**config.mk**
```make
export PLATFORM = sky130hd
export DESIGN_NAME = diag_event_logger
export DESIGN_NICKNAME = d
export VERILOG_FILES = /design/src/common/diag_log_pkg.sv /design/src/rtl/diag_event_logger.sv /design/src/rtl/diag_ring_store.sv
export SDC_FILE = /design/constraint.sdc
export NUM_CORES = 1
export LEC_CHECK = 0
export BUFFER_PORTS_ARGS = -buffer_cell sky130_fd_sc_hd__buf_2
export CAP_MARGIN = 20
export CORE_ASPECT_RATIO = 0.6
export CORE_MARGIN = 2
export CORE_UTILIZATION = 30
export DETAILED_ROUTE_END_ITERATION = 12
export HOLD_SLACK_MARGIN = 0.12
export SLEW_MARGIN = 20
export SYNTH_ARGS = -nofsm -noshare
export SYNTH_HDL_FRONTEND = slang
export SYNTH_SLANG_ARGS = --single-unit
```
**constraint.sdc**
```tcl
create_clock -name clk_i -period 3.7 [get_ports clk_i]
set_clock_uncertainty 0.2 [all_clocks]
set_input_delay 0.185 -clock clk_i [delete_from_list [all_inputs] [get_ports clk_i]]
set_output_delay 0.185 -clock clk_i [all_outputs]
set_load 0.02 [all_outputs]
```
**src/common/diag_log_pkg.sv**
```systemverilog
package diag_log_pkg;
	// ----------------------------------------
	// store geometry
	// ----------------------------------------
	localparam int STORE_DEPTH = 9;
	localparam int PTR_W = 4;
	localparam logic [3:0] PTR_LAST = 4'h8;
	localparam logic [3:0] PTR_ZERO = 4'h0;
	// ----------------------------------------
	// event identifiers
	// ----------------------------------------
	localparam logic [15:0] EVENT_ID_PREFIX = 16'hF1C8;
	localparam logic [7:0] CLASS_BACKPLANE = 8'h1E;
	localparam logic [7:0] NUM_RESTART_ABORT = 8'h0D;
	localparam logic [7:0] NUM_READ_FAIL = 8'h0E;
	localparam logic [7:0] NUM_WRITE_FAIL = 8'h0F;
	localparam logic [7:0] NUM_BAD_LENGTH = 8'h41;
	// ----------------------------------------
	// transfer length limits
	// ----------------------------------------
	localparam logic [15:0] LEN_MIN = 16'h0001;
	localparam logic [15:0] LEN_MAX = 16'h0400;
	// ----------------------------------------
	// interrupt information records
	// ----------------------------------------
	localparam logic [31:0] REC_WIRE_BREAK = 32'h0002_0C25;
	localparam logic [31:0] REC_PARAM_ERR = 32'h0000_0C83;
	localparam logic [31:0] REC_NONE = 32'h0000_0000;
	// ----------------------------------------
	// entry-select states
	// ----------------------------------------
	typedef enum logic [1:0] {SRC_IDLE, SRC_EXT, SRC_INT} src_e;
endpackage

```
**src/rtl/diag_event_logger.sv**
```systemverilog
`timescale 1ns/10ps
// Summary of operation
// - ring store holds at most nine entries
// - full store drops oldest for newest
// - readout gives newest entry first
// - events logged in order they occur
// - store cleared on reset or reparameterize
// - event identifier prefixed with constant value
// - interrupt enable setting, reset disabled
// - interrupt only on wire break, setup error
// - four-byte record offered with interrupt
// - fixed record bytes per interrupt cause
// - interrupt lights fault indicator, data readable
// - bad transfer length rejected and logged
// - record read failure logged, code kept
// - record write failure logged, code kept
// - abandoned request on restart is logged
module diag_event_logger
	import diag_log_pkg::*;
(
	// clock and reset
	input wire logic clk_i,
	input wire logic rst_i,
	// configuration
	input wire logic reparam_i,
	input wire logic irq_enable_i,
	// interrupt causes
	input wire logic wire_break_i,
	input wire logic param_error_i,
	// host request events
	input wire logic len_check_i,
	input wire logic [15:0] transfer_length_i,
	input wire logic read_fail_i,
	input wire logic write_fail_i,
	input wire logic [15:0] fail_code_i,
	input wire logic restart_abort_i,
	// generic event logging
	input wire logic ev_valid_i,
	input wire logic [7:0] ev_class_i,
	input wire logic [7:0] ev_number_i,
	// host interrupt acknowledge and readout
	input wire logic irq_ack_i,
	input wire logic [3:0] rd_idx_i,
	// outputs
	output logic len_reject_o,
	output logic [31:0] event_id_o,
	output logic [3:0] entry_count_o,
	output logic diag_irq_o,
	output logic [31:0] diag_record_o,
	output logic system_fault_indicator_o,
	output logic [15:0] read_fail_code_o,
	output logic [15:0] write_fail_code_o
);
	logic irq_en_reg;
	logic irq_en_next;
	logic irq_reg;
	logic irq_next;
	logic [31:0] rec_reg;
	logic [31:0] rec_next;
	logic fault_reg;
	logic fault_next;
	logic rej_reg;
	logic rej_next;
	logic [15:0] rdcode_reg;
	logic [15:0] rdcode_next;
	logic [15:0] wrcode_reg;
	logic [15:0] wrcode_next;
	logic [31:0] id_reg;
	logic [31:0] id_next;
	logic [3:0] cnt_reg;
	logic [3:0] cnt_next;
	logic len_bad;
	logic wr;
	logic clear;
	logic [15:0] wr_data;
	logic [15:0] rd_data;
	logic [3:0] count;

	// --------------------------------------------
	// entry encoding
	// --------------------------------------------
	// backplane-class entries share one class byte
	function automatic logic [15:0] backplane_entry(input logic [7:0] num);
		return {CLASS_BACKPLANE, num};
	endfunction

	// --------------------------------------------
	// event selection, one entry per cycle
	// --------------------------------------------
	assign len_bad = (transfer_length_i < LEN_MIN) || (transfer_length_i > LEN_MAX);
	assign clear = reparam_i;

	always_comb
	begin
		wr = 1'b1;
		if (restart_abort_i)
			wr_data = backplane_entry(NUM_RESTART_ABORT);
		else if (len_check_i && len_bad)
			wr_data = backplane_entry(NUM_BAD_LENGTH);
		else if (read_fail_i)
			wr_data = backplane_entry(NUM_READ_FAIL);
		else if (write_fail_i)
			wr_data = backplane_entry(NUM_WRITE_FAIL);
		else if (ev_valid_i)
			wr_data = {ev_class_i, ev_number_i};
		else
		begin
			wr = 1'b0;
			wr_data = 16'h0000;
		end
	end

	diag_ring_store u_store (
		.clk_i(clk_i),
		.rst_i(rst_i),
		.clear_i(clear),
		.wr_i(wr),
		.wr_data_i(wr_data),
		.rd_idx_i(rd_idx_i),
		.rd_data_o(rd_data),
		.count_o(count)
	);

	// --------------------------------------------
	// interrupt group: enable, request, record, lamp
	// --------------------------------------------
	// a new cause outranks a same-cycle ack or clear
	always_comb
	begin
		irq_en_next = irq_enable_i;
		irq_next = irq_reg;
		rec_next = rec_reg;
		fault_next = fault_reg;
		if (irq_ack_i)
			irq_next = 1'b0;
		if (clear)
			fault_next = 1'b0;
		if (irq_en_reg && wire_break_i)
		begin
			irq_next = 1'b1;
			rec_next = REC_WIRE_BREAK;
			fault_next = 1'b1;
		end
		else if (irq_en_reg && param_error_i)
		begin
			irq_next = 1'b1;
			rec_next = REC_PARAM_ERR;
			fault_next = 1'b1;
		end
	end

	always_ff @(posedge clk_i)
	begin
		if (rst_i)
		begin
			irq_en_reg <= 1'b0;
			irq_reg <= 1'b0;
			rec_reg <= REC_NONE;
			fault_reg <= 1'b0;
		end
		else
		begin
			irq_en_reg <= irq_en_next;
			irq_reg <= irq_next;
			rec_reg <= rec_next;
			fault_reg <= fault_next;
		end
	end

	// --------------------------------------------
	// host request group: length reject, fail codes
	// --------------------------------------------
	// a fresh fail code outranks a same-cycle clear
	always_comb
	begin
		rej_next = len_check_i && len_bad;
		rdcode_next = rdcode_reg;
		wrcode_next = wrcode_reg;
		if (clear)
		begin
			rdcode_next = 16'h0000;
			wrcode_next = 16'h0000;
		end
		if (read_fail_i)
			rdcode_next = fail_code_i;
		if (write_fail_i)
			wrcode_next = fail_code_i;
	end

	always_ff @(posedge clk_i)
	begin
		if (rst_i)
		begin
			rej_reg <= 1'b0;
			rdcode_reg <= 16'h0000;
			wrcode_reg <= 16'h0000;
		end
		else
		begin
			rej_reg <= rej_next;
			rdcode_reg <= rdcode_next;
			wrcode_reg <= wrcode_next;
		end
	end

	// --------------------------------------------
	// readout group: event identifier and count
	// --------------------------------------------
	// id follows the store one cycle behind a write
	always_comb
	begin
		id_next = {EVENT_ID_PREFIX, rd_data};
		cnt_next = count;
	end

	always_ff @(posedge clk_i)
	begin
		if (rst_i)
		begin
			id_reg <= 32'h0000_0000;
			cnt_reg <= PTR_ZERO;
		end
		else
		begin
			id_reg <= id_next;
			cnt_reg <= cnt_next;
		end
	end

	// outputs straight from flip-flops
	assign len_reject_o = rej_reg;
	assign event_id_o = id_reg;
	assign entry_count_o = cnt_reg;
	assign diag_irq_o = irq_reg;
	assign diag_record_o = rec_reg;
	assign system_fault_indicator_o = fault_reg;
	assign read_fail_code_o = rdcode_reg;
	assign write_fail_code_o = wrcode_reg;
endmodule // diag_event_logger

```
**src/rtl/diag_ring_store.sv**
```systemverilog
`timescale 1ns/10ps
module diag_ring_store
	import diag_log_pkg::*;
(
	// clock and reset
	input wire logic clk_i,
	input wire logic rst_i,
	// write side
	input wire logic clear_i,
	input wire logic wr_i,
	input wire logic [15:0] wr_data_i,
	// read side, index 0 is newest
	input wire logic [3:0] rd_idx_i,
	output logic [15:0] rd_data_o,
	output logic [3:0] count_o
);
	logic [15:0] mem [STORE_DEPTH];
	logic [3:0] head_reg;
	logic [3:0] head_next;
	logic [3:0] count_reg;
	logic [3:0] count_next;
	logic [4:0] pos;

	// --------------------------------------------
	// pointer and count
	// --------------------------------------------
	always_comb
	begin
		head_next = head_reg;
		count_next = count_reg;
		if (clear_i)
		begin
			head_next = PTR_ZERO;
			count_next = PTR_ZERO;
		end
		else if (wr_i)
		begin
			head_next = (head_reg == PTR_LAST) ? PTR_ZERO : head_reg + 4'h1;
			if (count_reg != PTR_LAST + 4'h1)
				count_next = count_reg + 4'h1;
		end
	end

	always_ff @(posedge clk_i)
	begin
		if (rst_i)
		begin
			head_reg <= PTR_ZERO;
			count_reg <= PTR_ZERO;
		end
		else
		begin
			head_reg <= head_next;
			count_reg <= count_next;
		end
	end

	// entry write, overwrites oldest slot when full
	always_ff @(posedge clk_i)
	begin
		if (wr_i && !clear_i)
			mem[head_reg] <= wr_data_i;
	end

	// newest-first readout
	always_comb
	begin
		pos = {1'b0, head_reg} + 5'd8 - {1'b0, rd_idx_i};
		if (pos >= 5'd9)
			pos = pos - 5'd9;
		rd_data_o = (rd_idx_i < count_reg) ? mem[pos[3:0]] : 16'h0000;
	end

	assign count_o = count_reg;
endmodule // diag_ring_store

```
==> flow_summary.yaml, run 1 <==
outcome:
  outcome: "completed"
clock_network:
  htree_levels: 1
  root_buffer: "clkbuf_16"
  numCtsBuffers: 21
  postCtsSetupRepairBufs: 0
  clk_latency_ns: 0.52
  cts_sinks: 212
  clk_pin_slew_worst_paths_ns: 0.07
  clockBufferDepth: 3
  cts_tree: "done"
worst_hold_path:
  hp-start: "ev_number_i[3]"
  hold_class: "input port to register"
sta:
  tightest_slew_ns: 0.866
  fmax_mhz: 280
  rsz0062_at_grt: "yes"
  slew_violations: 0
  setup_viol_count_final: 0
  finalCritPeriodShare: 0.966
  slew_headroom: 0.416
  worst_slack_ns: 0.125
  timing.hold.ws_ns: 0.156
  finalHoldViolations: 0
  fin_crit_ns: 3.57
route:
  drc: 0
  drt-vias-per-instance: 4.95
  ant_nets: 0
  drt-initial-drc-count: 804
  totalWireLength_um: 27800
  dr.pass1.iters: 5
  num_vias: 7320
  wire_per_inst_um: 18.8
pwr:
  seqPwrFrac: 0.468
  powerDensity_nw_per_um2: 467
  irDropWorstVdd_mv: 0.271
  cellLeakagePower_nw: 4.58
  switching_share: 0.281
  p_int_mw: 4.01
  p_sw_mw: 1.57
  pwr-share-comb: 0.178
  clkPwrFrac: 0.354
floorplanning:
  die_w_um: 237
  core_area_um2: 32200
  die_y_um: 144
  die_area_um2: 34100
  start_util: 0.303
  io_pins: 167
  rows: 51
synth:
  postSynthAreaPerCell_um2: 11.4
  synth_cells: 854
  synth.cell_area_um2: 9770
  synth_seq_area_share: 0.582
  synth_cell_types: 72
  ys_warn_count: 0
  ys_seq_elements: 212
  async_reset_ff_frac: 0
  synth_edf_count: 144
  synth_ff_type: "edfxtp_1"
final_layout:
  drive_gt1_frac: 0.231
  largest_reg_flops: 144
  final_util: 0.371
  layout_common_cells: "edfxtp_1, buf_2, nand2_1, nor2_1, dfxtp_1"
  multi_input_area_um2: 3560
  fillers: 3124
  nNetsFinal: 1125
  fin_cells: 1480
  area_delta_synth_final_pct: 22.4
  seq_area_um2: 5690
  mostFrequentLayoutCell: "edfxtp_1"
  max_flop_register: "u_store.mem"
  diodes: 0
worst_setup_path:
  worst_setup_path_end_kind: "register"
  critPathMaxFanout: 17
  cp.required_ns: 3.89
  crit_path_start_kind: "register"
  crit_type: "register to register"
  startpoint: "u_store.head_reg[0]"
  crit_arrival_ns: 3.76
  r2r-start: "u_store.head_reg[0]"
global_route:
  grt_max_degree: 44
  grt_pass1_wl_um: 41900
  track_usage: 0.162
  overflow: 0
  grt_pass1_vias: 6950
  antenna_found_initial: 0
placement:
  place.gp.congestion: 0.845
  dp_slack_ns: 0.125
  hpwlAfterDp_um: 18400
  dp.cells: 1399
  portBuffers: 134
job:
  drv_cap: 0
## worst max-delay path: stages (launching register included)
cell and delay, ns:
dfxtp_1 0.36, inv_1 0.15, ha_2 0.19, inv_1 0.04
ha_1 0.24, fa_1 0.54, buf_4 0.28, xor2_1 0.22
buf_4 0.25, nand2_1 0.09, a21oi_2 0.14, nor2_1 0.05
buf_4 0.17, a211oi_1 0.39, o31ai_1 0.14
## layer usage
metal	GRT usage	up-vias	wire length, µm
li1	-	3450	-
met1	0.237	3573	13300
met2	0.248	261	11900
met3	0.0321	36	2100
met4	0.0330	0	448
met5	0	-	0
## logic make-up after synthesis
family / after synthesis / synth area share
adder cells (fa/ha/maj): 19 / 0.0251
multiplexers: 47 / 0.0501
AND/OR/NAND/NOR: 274 / 0.140
other: 1 / 0.000384
XOR/XNOR: 4 / 0.00435
flip-flops: 212 / 0.582
buffers and inverters: 122 / 0.0679
AO/OA/AOI/OAI: 175 / 0.130
## cells in the mapped netlist, drive strengths merged (3+ instances only)
| library cell | instances | area (µm²) |
|---|---|---|
| edfxtp | 144 | 4320 |
| nand2 | 78 | 300 |
| nor2 | 74 | 280 |
| dfxtp | 68 | 1360 |
| buf | 64 | 444 |
| a21oi | 51 | 263 |
| inv | 33 | 124 |
| nor3b | 33 | 248 |
| mux2i | 32 | 320 |
| clkbuf | 25 | 95.1 |
| and3 | 20 | 125 |
| a211oi | 19 | 168 |
| ha | 18 | 225 |
| nand3 | 16 | 85.1 |
| o21ai | 16 | 83.8 |
| o22ai | 16 | 106 |
| mux2 | 15 | 169 |
| o41ai | 10 | 87.6 |
| nand2b | 9 | 56.3 |
| nand4 | 9 | 56.3 |
| and2 | 8 | 50.1 |
| o31ai | 8 | 60.1 |
| o2111ai | 7 | 61.3 |
| o32a | 7 | 70.1 |
| a221o | 6 | 60.1 |
| nor3 | 6 | 30.0 |
| or3 | 6 | 37.5 |
| nor4 | 5 | 31.3 |
| o211ai | 5 | 47.5 |
| a21boi | 4 | 30.0 |
| a21o | 4 | 30.0 |
| a31oi | 4 | 31.3 |
| nor2b | 4 | 25.0 |
| o32ai | 3 | 26.3 |
| or2 | 3 | 18.8 |
| xnor2 | 3 | 33.8 |
## path summary, 6_finish.rpt
path / endpoint / slack, ns / depth (start not counted)
worst max-delay path: event_id_o[5] / 0.13 / 14
worst min-delay path: u_store.mem[0][3] / 0.16 / 3
worst max register to register: event_id_o[5] / 0.13 / 14
worst min register to register: event_id_o[13] / 0.24 / 2
## power by group through the flow
stage	logic (mW)	clock network (mW)	registers [mW]
after floorplan	0.575	0	2.72
final	0.992	1.98	2.62
after detailed placement	0.935	0	2.67
after global placement	0.922	0	2.67
after global routing	1.07	2.11	2.62
after CTS	0.975	2.02	2.62
## through the flow
| step | TNS (ns) | total power, mW | cell area (µm²) |
|---|---|---|---|
| 6_report | 0 | 5.59 | 12000 |
| 5_1_grt | -0.127 | 5.80 | 12000 |
| 4_1_cts | 0 | 5.61 | 11900 |
| 3_5_place_dp | 0 | 3.60 | 10900 |
| 3_3_place_gp | 0 | 3.59 | 10900 |
| 2_1_floorplan | 0 | 3.29 | 9890 |
## cell type report
| type | count | share of cell area |
|---|---|---|
| Clock buffer | 26 | 0.0464 |
| Clock inverter | 11 | 0.00471 |
| Inverter | 33 | 0.0104 |
| Multi-Input combinational cell | 551 | 0.298 |
| Sequential cell | 212 | 0.475 |
| Tap cell | 424 | 0.0444 |
| Timing Repair Buffer | 223 | 0.121 |
## what timing repair did
action | in CTS | in global routing
setup endpoints to repair | 0 | 16
gates resized for setup | 0 | 2
hold endpoints to repair | 172 | 0
hold buffers | 44 | 0
No activity file was read; power rests on OpenSTA's default activity.
==> run 2: changes to the inputs <==
--- a/config.mk
+++ b/config.mk
@@ -12,6 +12,7 @@
 export CORE_UTILIZATION = 30
 export DETAILED_ROUTE_END_ITERATION = 12
 export HOLD_SLACK_MARGIN = 0.12
+export RECOVER_POWER = 25
 export SLEW_MARGIN = 20
 export SYNTH_ARGS = -nofsm -noshare
 export SYNTH_HDL_FRONTEND = slang
==> flow_summary.yaml, run 2 (synthesized netlist as in run 1, its figures left out) <==
worst_setup_path:
  critPathMaxFanout: 17
  crit_path_cell_trace: "inv_1 > ha_2 > inv_1 > ha_1 > fa_1 > buf_4 > xor2_1 > buf_4 > nand2_1 > a21oi_2 > nor2_1 > buf_4 > a211oi_1 > o31ai_1"
  max_stage_delay_ns: 0.54
  crit_path_start_kind: "register"
  cp.required_ns: 3.89
  cp_slowest_cell: "fa_1"
  cp_top_family: "adder cells"
  worstRegToRegCells: 14
  crit_type: "register to register"
  cp.depth: 14
  worst_setup_path_end_kind: "register"
  critPathBufInv: 5
  crit_top_cell: "buf_4"
  crit_arrival_ns: 3.77
sta:
  setup_viol_count_final: 0
  tightest_slew_ns: 2.05
  finalCritPeriodShare: 0.969
  slew_headroom: -0.365
  worst_slack_ns: 0.116
  rsz0062_at_grt: "yes"
  slew_violations: 44
  fin_crit_ns: 3.58
  finalHoldViolations: 0
  fmax_mhz: 279
placement:
  place.gp.congestion: 0.845
  dp.cells: 1399
  portBuffers: 134
  place_area_um2: 10900
  hpwlAfterDp_um: 18400
  dp_slack_ns: 0.125
clock_network:
  clk_pin_slew_worst_paths_ns: 0.07
  root_buffer: "clkbuf_16"
  cts_tree: "done"
  clockBufferDepth: 3
  clk_latency_ns: 0.52
  cts_sinks: 212
  numCtsBuffers: 21
  htree_levels: 1
final_layout:
  fin_area_um2: 11900
  seq_area_um2: 5690
  area_delta_synth_final_pct: 21.5
  drive_gt1_frac: 0.167
  mostFrequentLayoutCell: "edfxtp_1"
  nNetsFinal: 1125
  fin_cells: 1480
  fillers: 3157
  max_flop_register: "u_store.mem"
  diodes: 0
  multi_input_area_um2: 3560
  final_util: 0.368
  largest_reg_flops: 144
  layout_common_cells: "edfxtp_1, nand2_1, nor2_1, clkbuf_1, dfxtp_1"
route:
  drc: 0
  totalWireLength_um: 27800
  dr.pass1.iters: 5
  num_vias: 7311
  drt-vias-per-instance: 4.94
  drt-initial-drc-count: 734
  ant_nets: 0
  wire_per_inst_um: 18.8
job:
  drv_cap: 1
floorplanning:
  rows: 51
  core_area_um2: 32200
  die_w_um: 237
  start_util: 0.303
  die_y_um: 144
  io_pins: 167
  die_area_um2: 34100
global_route:
  grt_pass1_wl_um: 41900
  grt_pass1_vias: 6950
  overflow: 0
  grt_max_degree: 44
  antenna_found_initial: 0
  track_usage: 0.162
worst_hold_path:
  hold_class: "input port to register"
  hold_depth: 3
pwr:
  powerDensity_nw_per_um2: 470
  irDropWorstVdd_mv: 0.270
  cellLeakagePower_nw: 4.31
outcome:
  outcome: "finished with violations"
  violations: "capacitance limit, slew limit"
[run 2: tightest hold or removal path, cell delays in order]
cell,delay [ns]
buf_2,0.10
a21oi_1,0.14
o21bai_1,0.21
[run 2: final cells by class]
class                      instances  share of cell area
sequential                       212               0.479
multi-input combinational        551               0.300
timing repair buffer             223               0.115
clock buffer                      26              0.0467
tap                              424              0.0447
inverter                          33              0.0104
clock inverter                    11             0.00474
[run 2: repair_timing]
item | CTS | global route
endpoints found under the hold margin | 172 | 0
hold buffers | 44 | 0
gates resized for setup | 0 | 2
endpoints found under the setup margin | 0 | 16
buffers inserted | 0 | 0
[run 2: worst paths after layout]
path | startpoint | to | slack [ns]
max | u_store.head_reg[0] | event_id_o[5] | 0.12
min | ev_number_i[3] | u_store.mem[0][3] | 0.15
min reg2reg | u_store.mem[8][5] | event_id_o[5] | 0.25
max reg2reg | u_store.head_reg[0] | event_id_o[5] | 0.12
[run 2: layer usage]
metal / track usage / vias to the layer above / share of wire
li1: - / 3455 / -
met1: 0.237 / 3553 / 0.48
met2: 0.248 / 257 / 0.43
met3: 0.0321 / 46 / 0.072
met4: 0.0330 / 0 / 0.019
met5: 0 / - / 0
[run 2: report_power, final]
| part | leakage [nW] | switching, mW | total, mW | internal, mW |
|---|---|---|---|---|
| sequential | 1.83 | 0.0329 | 2.62 | 2.58 |
| clock | 0.301 | 0.918 | 1.98 | 1.07 |
| combinational | 2.18 | 0.625 | 0.976 | 0.350 |
| total | 4.31 | 1.58 | 5.58 | 4.00 |
[run 2: metrics by stage]
stage	hold WS [ns]	TNS (ns)	power [mW]
after floorplan	0.0806	0	3.29
after global placement	0.196	0	3.59
after detailed placement	0.206	0	3.60
after CTS	0.136	0	5.61
after global routing	0.166	-0.127	5.79
final	0.152	0	5.58
